$ cat src/common/tsc_pkg.sv
package tsc_pkg;
	// ==========================================
	// Register byte offsets
	localparam logic [7:0] CST_OFF  = 8'h00;
	localparam logic [7:0] ADJ_OFF  = 8'h04;
	localparam logic [7:0] IST_OFF  = 8'h08;
	localparam logic [7:0] IMSK_OFF = 8'h0c;
	localparam logic [7:0] LIM_OFF  = 8'h10;
	localparam logic [7:0] PWD_OFF  = 8'h20;
	localparam int         NLIM     = 4;
	localparam logic [1:0] LIM_SD   = 2'h0;
	localparam logic [1:0] LIM_LOOP = 2'h1;
	localparam logic [1:0] LIM_TMR  = 2'h2;
	localparam logic [1:0] LIM_LIT  = 2'h3;
	// ==========================================
	// Control and status field positions
	localparam int CST_EN   = 15;
	localparam int CST_SIDL = 13;
	localparam int CST_TOGL = 12;
	localparam int CST_SWT  = 10;
	localparam int CST_SSEN = 9;
	localparam int CST_VIS  = 8;
	localparam int CST_RUN  = 7;
	localparam int CST_WDTO = 6;
	localparam int ITM_LSB  = 0;
	localparam int ITM_W    = 2;
	localparam logic [15:0] CST_RMASK = 16'hb7c3;
	localparam logic [15:0] CST_RST   = 16'h0000;
	localparam logic [15:0] ADJ_RST   = 16'h0000;
	// ==========================================
	// Interrupt status bits
	localparam int IRQ_W    = 2;
	localparam int IRQ_WDTO = 0;
	localparam int IRQ_SWT  = 1;
	localparam int PWD_W    = 4;
endpackage

$ cat src/core/tsc_ctrl.sv
// The implementer's own choices: register access over APB and the address map.
`timescale 1ns/1ps
module tsc_ctrl (
	input  wire logic        clock,
	input  wire logic        rstn,
	input  wire logic        psel,
	input  wire logic        penable,
	input  wire logic        pwrite,
	input  wire logic [7:0]  paddr,
	input  wire logic [31:0] pwdata,
	output logic      [31:0] prdata,
	output logic             pready,
	output logic             pslverr,
	input  wire logic        idle_mode,
	input  wire logic        trigger_output_command,
	input  wire logic        control_step_command,
	input  wire logic        wait_high_command,
	input  wire logic        wait_low_command,
	input  wire logic        add_adjust_command,
	input  wire logic [1:0]  add_select,
	input  wire logic        watchdog_expire,
	input  wire logic [15:0] step_delay_counter,
	input  wire logic [15:0] loop_counter,
	input  wire logic [15:0] sequencer_timer,
	output logic             sequencer_active,
	output logic             single_step_mode,
	output logic             soft_trigger_taken,
	output logic             trigger_out,
	output logic [1:0]       wait_trigger_mode,
	output logic [15:0]      step_delay_limit,
	output logic [15:0]      loop_counter_limit,
	output logic [15:0]      timer_limit,
	output logic [15:0]      literal_value,
	output logic             irq
);
	// ==========================================
	// Bus decode
	function automatic logic hit(input logic [7:0] a, input logic [7:0] off);
		hit = (a == off);
	endfunction

	localparam int IRQ_W = tsc_pkg::IRQ_W;

	logic        access;
	logic        wr;
	logic        rd;
	logic [15:0] cst_reg;
	logic [15:0] adj_reg;
	logic [IRQ_W-1:0] ist_reg;
	logic [IRQ_W-1:0] imsk_reg;
	logic [tsc_pkg::PWD_W-1:0] pwd_reg;
	logic [15:0] lim_reg [tsc_pkg::NLIM];
	logic [tsc_pkg::PWD_W-1:0] pulse_cnt_reg;
	logic        en_run;
	logic        active;
	logic        swt_use;
	logic        mapped;
	logic        lim_hit;
	logic [1:0]  lim_idx;
	logic [15:0] live_val;
	logic [31:0] rdata_next;

	// One wait state: pready rises on the second access cycle
	assign access  = psel && penable && pready;
	assign wr      = access && pwrite;
	assign rd      = access && !pwrite;
	assign lim_idx = paddr[3:2];
	assign lim_hit = (paddr[7:4] == tsc_pkg::LIM_OFF[7:4]) && (paddr[1:0] == 2'h0);
	assign mapped  = hit(paddr, tsc_pkg::CST_OFF) || hit(paddr, tsc_pkg::ADJ_OFF)
		|| hit(paddr, tsc_pkg::IST_OFF) || hit(paddr, tsc_pkg::IMSK_OFF)
		|| hit(paddr, tsc_pkg::PWD_OFF) || lim_hit;

	assign en_run  = cst_reg[tsc_pkg::CST_EN] && cst_reg[tsc_pkg::CST_RUN];
	assign active  = en_run && !(idle_mode && cst_reg[tsc_pkg::CST_SIDL]);
	assign swt_use = active && control_step_command && cst_reg[tsc_pkg::CST_SWT];

	always_ff @(posedge clock or negedge rstn) begin
		if (!rstn) begin
			pready  <= 1'b0;
			pslverr <= 1'b0;
		end else begin
			pready  <= psel && penable && !pready;
			pslverr <= psel && penable && !pready && !mapped;
		end
	end

	// ==========================================
	// Control and status
	always_ff @(posedge clock or negedge rstn) begin
		if (!rstn) begin
			cst_reg <= tsc_pkg::CST_RST;
		end else begin
			if (wr && hit(paddr, tsc_pkg::CST_OFF)) begin
				cst_reg <= pwdata[15:0] & tsc_pkg::CST_RMASK;
				cst_reg[tsc_pkg::CST_SWT] <= cst_reg[tsc_pkg::CST_SWT]
					|| pwdata[tsc_pkg::CST_SWT];
				// Software may only clear the flag; a new expiry wins
				cst_reg[tsc_pkg::CST_WDTO] <= watchdog_expire
					|| (cst_reg[tsc_pkg::CST_WDTO] && pwdata[tsc_pkg::CST_WDTO]);
			end else begin
				if (watchdog_expire) begin
					cst_reg[tsc_pkg::CST_WDTO] <= 1'b1;
				end
				if (swt_use) begin
					cst_reg[tsc_pkg::CST_SWT] <= 1'b0;
				end
			end
		end
	end

	// ==========================================
	// Adjust and limit registers
	always_ff @(posedge clock or negedge rstn) begin
		if (!rstn) begin
			adj_reg <= tsc_pkg::ADJ_RST;
		end else if (wr && hit(paddr, tsc_pkg::ADJ_OFF) && !en_run) begin
			adj_reg <= pwdata[15:0];
		end
	end

	genvar gi;
	generate
		for (gi = 0; gi < tsc_pkg::NLIM; gi++) begin : g_lim
			always_ff @(posedge clock or negedge rstn) begin
				if (!rstn) begin
					lim_reg[gi] <= 16'h0000;
				end else if (active && add_adjust_command && add_select == 2'(gi)) begin
					lim_reg[gi] <= lim_reg[gi] + adj_reg;
				end else if (wr && lim_hit && lim_idx == 2'(gi)) begin
					lim_reg[gi] <= pwdata[15:0];
				end
			end
		end
	endgenerate

	always_ff @(posedge clock or negedge rstn) begin
		if (!rstn) begin
			pwd_reg  <= '0;
			imsk_reg <= '0;
		end else begin
			if (wr && hit(paddr, tsc_pkg::PWD_OFF)) begin
				pwd_reg <= pwdata[tsc_pkg::PWD_W-1:0];
			end
			if (wr && hit(paddr, tsc_pkg::IMSK_OFF)) begin
				imsk_reg <= pwdata[IRQ_W-1:0];
			end
		end
	end

	// ==========================================
	// Interrupt status, cleared by read; events win
	always_ff @(posedge clock or negedge rstn) begin
		if (!rstn) begin
			ist_reg <= '0;
			irq     <= 1'b0;
		end else begin
			ist_reg <= ((rd && hit(paddr, tsc_pkg::IST_OFF)) ? '0 : ist_reg)
				| {swt_use, watchdog_expire};
			irq     <= |(ist_reg & imsk_reg);
		end
	end

	// ==========================================
	// Read data
	always_comb begin
		unique case (lim_idx)
			tsc_pkg::LIM_SD:   live_val = step_delay_counter;
			tsc_pkg::LIM_LOOP: live_val = loop_counter;
			tsc_pkg::LIM_TMR:  live_val = sequencer_timer;
			tsc_pkg::LIM_LIT:  live_val = lim_reg[tsc_pkg::LIM_LIT];
		endcase
		rdata_next = 32'h0000_0000;
		if (hit(paddr, tsc_pkg::CST_OFF)) begin
			rdata_next[15:0] = cst_reg & tsc_pkg::CST_RMASK;
		end else if (hit(paddr, tsc_pkg::ADJ_OFF)) begin
			rdata_next[15:0] = adj_reg;
		end else if (hit(paddr, tsc_pkg::IST_OFF)) begin
			rdata_next[IRQ_W-1:0] = ist_reg;
		end else if (hit(paddr, tsc_pkg::IMSK_OFF)) begin
			rdata_next[IRQ_W-1:0] = imsk_reg;
		end else if (hit(paddr, tsc_pkg::PWD_OFF)) begin
			rdata_next[tsc_pkg::PWD_W-1:0] = pwd_reg;
		end else if (lim_hit) begin
			rdata_next[15:0] = cst_reg[tsc_pkg::CST_VIS] ? live_val
				: lim_reg[lim_idx];
		end
	end

	always_ff @(posedge clock or negedge rstn) begin
		if (!rstn) begin
			prdata <= 32'h0000_0000;
		end else if (psel && penable && !pready && !pwrite) begin
			prdata <= rdata_next;
		end
	end

	// ==========================================
	// Trigger output
	always_ff @(posedge clock or negedge rstn) begin
		if (!rstn) begin
			trigger_out   <= 1'b0;
			pulse_cnt_reg <= '0;
		end else if (active && trigger_output_command) begin
			if (cst_reg[tsc_pkg::CST_TOGL]) begin
				trigger_out <= !trigger_out;
			end else begin
				trigger_out   <= 1'b1;
				pulse_cnt_reg <= pwd_reg;
			end
		end else if (!cst_reg[tsc_pkg::CST_TOGL] && trigger_out) begin
			// Pulse lasts pulse width plus one cycles
			if (pulse_cnt_reg == '0) begin
				trigger_out <= 1'b0;
			end else begin
				pulse_cnt_reg <= pulse_cnt_reg - 1'b1;
			end
		end
	end

	// ==========================================
	// Mode outputs
	always_ff @(posedge clock or negedge rstn) begin
		if (!rstn) begin
			sequencer_active   <= 1'b0;
			single_step_mode   <= 1'b0;
			soft_trigger_taken <= 1'b0;
			wait_trigger_mode  <= 2'h0;
		end else begin
			sequencer_active   <= active;
			single_step_mode   <= cst_reg[tsc_pkg::CST_EN] && cst_reg[tsc_pkg::CST_SSEN];
			soft_trigger_taken <= swt_use;
			if (wait_high_command || wait_low_command) begin
				wait_trigger_mode <= cst_reg[tsc_pkg::ITM_LSB +: tsc_pkg::ITM_W];
			end
		end
	end

	assign step_delay_limit   = lim_reg[tsc_pkg::LIM_SD];
	assign loop_counter_limit = lim_reg[tsc_pkg::LIM_LOOP];
	assign timer_limit        = lim_reg[tsc_pkg::LIM_TMR];
	assign literal_value      = lim_reg[tsc_pkg::LIM_LIT];
endmodule

$ cat config.mk
export PLATFORM = sky130hd
export DESIGN_NAME = tsc_ctrl
export DESIGN_NICKNAME = d
export VERILOG_FILES = /design/src/common/tsc_pkg.sv /design/src/core/tsc_ctrl.sv
export SDC_FILE = /design/constraint.sdc
export NUM_CORES = 1
export LEC_CHECK = 0
export BUFFER_PORTS_ARGS = -buffer_cell sky130_fd_sc_hd__buf_2
export CAP_MARGIN = 30
export CORE_MARGIN = 1
export CORE_UTILIZATION = 55
export CTS_CLUSTER_SIZE = 30
export DETAILED_ROUTE_END_ITERATION = 10
export PLACE_DENSITY = 0.81
export SLEW_MARGIN = 10
export SYNTH_ARGS = -nofsm -noshare
export SYNTH_HDL_FRONTEND = slang
export SYNTH_SLANG_ARGS = --single-unit
$ cat constraint.sdc
create_clock -name clock -period 3.4 [get_ports clock]
set_input_delay 0.17 -clock clock [delete_from_list [all_inputs] [get_ports clock]]
set_output_delay 0.17 -clock clock [all_outputs]
set_load 0.01 [all_outputs]
* Word-level counts from Yosys, hierarchy flattened
Cells that the tools add are included.
Storage, ports and cells: bits in registers 127, input bits 102, output and inout port bits 105, logic and storage cells 142
Operators by class: add/sub/neg operators 5, magnitude comparators 1, eq/ne operators 13, multiplexer cells 35, bitwise operators 3, reductions and logical operators 64
Operator list (count):
- $mux W16 | 14
- $add A16 B16 Y16 | 4
- $pmux W16 S4 | 1
- $logic_and A1 B1 Y1 | 33
- $bmux W16 S2 | 1
- $mux W14 | 2
- $mux W4 | 5
- $eq A8 B4 Y1 const B | 2
- $reduce_bool A2 Y1 | 8
- $mux W12 | 1
- $eq A2 B2 Y1 const B | 4
- $eq A8 B3 Y1 const B | 1
- $eq A8 B6 Y1 const B | 1
- $logic_not A8 Y1 | 1
- $logic_or A1 B1 Y1 | 8
- $mux W1 | 8
- $logic_not A1 Y1 | 7
- $logic_not A2 Y1 | 3
- $mux W2 | 3
- $eq A2 B1 Y1 const B | 2
- $eq A4 B1 Y1 const B | 1
- $logic_not A4 Y1 | 1
- $ne A2 B2 Y1 const B | 2
- $sub A4 B1 Y4 const B | 1
- 7 further kinds | 7

* Depth between registers and ports, before layout
word-level depth 11, mapped depth 11, depth with buffers taken out 11

* Worst setup path after synthesis
Ideal clock, no wire load.
path type flip-flop to flip-flop, start reg lim_reg, in the netlist literal_value[1], end reg lim_reg, in the netlist literal_value[15], setup time 0.126 ns, arrival time 2.293 ns, required time 3.274 ns, setup slack 0.981 ns, stages on the path, launching flop included 10, path buffers 0, period minus slack after synthesis 2.419 ns, path through dfrtp_1 -> ha_1 -> a211oi_1 -> o21ai_2 -> nand3_1 -> a211oi_2 -> a31o_1 -> mux2i_1 -> a41o_1 -> a221o_1
Between the ends: cells in the longest elaborated chain, start to end 2
Ends and longest elaborated chain:
- start, declared | line tsc_ctrl.sv:52 | logic [15:0] lim_reg [tsc_pkg::NLIM];
- start signal, assigned by index | line tsc_ctrl.sv:128 | lim_reg[gi] <= lim_reg[gi] + adj_reg;
- start signal, assigned by index | line tsc_ctrl.sv:130 | lim_reg[gi] <= pwdata[15:0];
- $add A16 B16 Y16 | line tsc_ctrl.sv:128
- $mux W16 | line tsc_ctrl.sv:127 | end else if (active && add_adjust_command && add_select == 2'(gi)) begin
No other way between the ends. A chain may end at the register's enable or synchronous reset.

* Worst setup path after layout
start reg adj_reg[1], end reg lim_reg, in the netlist timer_limit[14]
Between the ends: cells in the longest elaborated chain, start to end 2
Ends and longest elaborated chain:
- start, declared | line tsc_ctrl.sv:48 | logic [15:0] adj_reg;
- start signal, assigned | line tsc_ctrl.sv:115 | adj_reg <= tsc_pkg::ADJ_RST;
- start signal, assigned | line tsc_ctrl.sv:117 | adj_reg <= pwdata[15:0];
- $add A16 B16 Y16 | line tsc_ctrl.sv:128
- $mux W16 | line tsc_ctrl.sv:127
No other way between the ends.

==> flow_summary.yaml <==
clock_network:
  cts.sinks: 127
  cts_max_level: 4
  cts_tree: "yes"
  cts_max_path_buffers: 2
  clockRootBuffer: "clkbuf_16"
  clkLatencyLatePin_ps: 430
  hold_buffers: 3
  cts_buffers: 17
  cts_setup_buffers: 0
  post_cts_resized: 0
  clk_pin_slew_worst_paths_ps: 60
worst_setup_path:
  end_kind: "flop"
  crit_buf_inv: 1
  crit_slowest_cell: "fa_1"
  startpoint_type: "flop"
  path_cells: "inv_1, fa_1, nor2b_1, o21ai_0, a21boi_1, o21ai_0, o21ai_0, o41ai_1, xor2_1, o21ai_0"
  crit_path_frequent_cell: "o21ai_0"
  startpoint: "adj_reg[1]"
  worstPathMaxFanout: 6
  cp_top_family: "compound AO/OA/AOI/OAI gates"
  crit_arrival_ps: 3200
  regToRegStartpoint: "adj_reg[1]"
  slowest_delay_ps: 490
  required_ps: 3730
  worstSetupPathType: "reg2reg"
yosys:
  avgSynthCellArea_um2: 9.799
  async_flop_share_pct: 100.0
  synthCells: 976
  ys_ff_latch: 127
  synth_edf_count: 0
  ys_warn_count: 0
  syn_area_um2: 9564
  synthFlopType: "dfrtp_1"
  synth.distinct_cells: 75
  yosysSeqAreaShare_pct: 33.23
route:
  totalWireLength_um: 27650
  top_layer: "met4"
  dr_wl_met3_um: 2497
  met1Wirelength_um: 11510
  ant_nets: 0
  avgRoutedWirePerCell_um: 20.03
  drc: 0
  drtIter0Drc: 762
  wl_met2_um: 12700
  post_drt_via_cell_ratio: 6.243
  vias: 8616
  firstDrtPassIters: 7
sta:
  relSlewSlack_pct: 42.95
  slew_viol_final: 0
  hold_viol_final: 0
  period_share_pct: 84.38
  worst_pin_slew_ps: 855.8
  setup_viol: 0
  fmax_mhz: 348.6
  skew_ps: 12.30
  rsz0062_at_grt: "false"
  timing.setup.tns_ps: 0
  final.min_clock_period_ps: 2869
die:
  fp.dieH_um: 133.9
  ios: 207
  die_area_um2: 17920
  core_area_um2: 16760
  die_w_um: 133.9
  rows: 47
  start_util_pct: 57.07
min_path:
  holdCritPathClass: "in2reg"
  min-delay-start: "trigger_output_command"
finish:
  fin_util_pct: 66.98
  area_growth_pct: 17.37
  post_route_cells_drive_above_1_share_pct: 28.19
  nNetsFinal: 1314
  n_antenna_cell: 0
  stdcell_count: 1380
  fill_cells: 1315
global_routing:
  grt-ovfl-total: 0
  antenna_found_initial: 0
  grt_pass1_wl_um: 43190
  grt_pass1_vias: 8089
  grt_start_max_net_pins: 91
  grt_util_all_layers_pct: 31.56
power:
  vdd_drop_max_mv: 0.3898
  total_power_mw: 4.018
  leakagePower_nw: 5.456
  powerDensity_nw_per_um2: 358.0
place:
  gp_congestion: 1.022
  io_buffer_count: 174
  dpl.cell_count: 1345
  hpwl_um: 21100
flow_run:
  maxCapViolations: 0
run_status:
  status: "finished clean"
## metal layers
layer	GRT usage, %	up-vias
met4	14.58	0
li1	-	3954
met5	0	-
met2	48.56	439
met1	43.52	4155
met3	5.442	68
## worst min-delay path: cells and delay by family
family	cells	cell delay (ps)
AO/OA/AOI/OAI	1	80
AND/OR/NAND/NOR	1	80
buffers and inverters	1	100
## layout by cell type (no fill, tap or decap), types with 5 or more instances in the layout
cell type and instances:
nor3b_1 6, a222oi_1 9, clkinv_4 5, dfrtp_1 127, buf_4 17, a21oi_1 90, xnor2_1 29, o21ai_0 36
a211oi_1 9, nand2b_1 9, buf_2 173, nand2_1 63, xor2_1 12, nor2_1 81, ha_1 61, and3_1 10
inv_1 26, mux2i_1 50, conb_1 16, a22oi_1 6, o21ai_1 34, o21a_1 6, a31oi_1 11, clkbuf_16 17
nor3_1 19, nand3_1 19, nor2b_1 16, o211ai_1 9, mux2_1 5, a21o_1 9, mux2_2 51, mux4_2 32
or3_1 8, o21bai_1 8
## metrics by stage
stage	instance area, µm²	hold slack (ps)	setup WS, ps
after global placement	10590	178.6	707.7
after floorplan	9620	-125.6	980.6
after global routing	11230	78.41	325.1
after detailed placement	10610	190.7	599.2
final	11230	56.22	531.1
after CTS	11230	44.84	578.5
## cells by family after synthesis
logic type,after synthesis,share of synthesized area (%)
flops,127,33.23
other cells,1,0.03921
fa+ha+maj,65,8.817
compound gates,258,16.72
simple gates,262,13.59
buf+inv,84,4.487
xor+xnor,41,3.755
mux,138,19.36
## synthesized netlist by cell type (all sizes together), types with 6 or more instances
cell / instances / area [µm²]
dfrtp: 127 / 3178
a21oi: 91 / 459.2
nor2: 87 / 357.8
o21ai: 71 / 359.1
nand2: 64 / 247.7
ha: 61 / 763.2
mux2: 56 / 630.6
mux2i: 50 / 500.5
buf: 34 / 241.5
mux4: 32 / 720.7
xnor2: 29 / 254.0
inv: 26 / 97.59
clkbuf: 24 / 90.09
nand3: 20 / 105.1
nor3: 20 / 105.1
nor2b: 16 / 100.1
xor2: 12 / 105.1
a211oi: 11 / 92.58
a31oi: 11 / 68.82
and3: 10 / 62.56
a21o: 9 / 67.56
a222oi: 9 / 90.09
nand2b: 9 / 56.30
o211ai: 9 / 67.56
o21bai: 8 / 60.06
or3: 8 / 50.05
nor3b: 7 / 57.55
a22oi: 6 / 45.04
o21a: 6 / 45.04
## final timing paths
path,end,slack (ps),cells past startpoint
worst min-delay path,pulse_cnt_reg[0],60,3
worst max register to register,timer_limit[14],530,10
max in group asynchronous,prdata[13],2220,3
min in group asynchronous,timer_limit[0],270,2
worst max-delay path,timer_limit[14],530,10
worst min register to register,wait_trigger_mode[0],510,1
## power breakdown
part / internal [mW] / total, mW / switching [mW]
Clock: 1.09 / 1.83 / 0.740
Combinational: 0.236 / 0.527 / 0.291
Sequential: 1.59 / 1.66 / 0.0673
Total: 2.92 / 4.02 / 1.10
## cell type report
cell class	count	area [µm²]	area share, %
flip-flops and latches	127	3178	28.31
well taps	220	275.3	2.452
clock inverters	14	158.9	1.416
inverters	26	97.59	0.8694
multi-input cells	780	6028	53.70
repair buffers	195	1059	9.429
clock buffers	18	429.2	3.823
(Power assumes the default switching activity.)
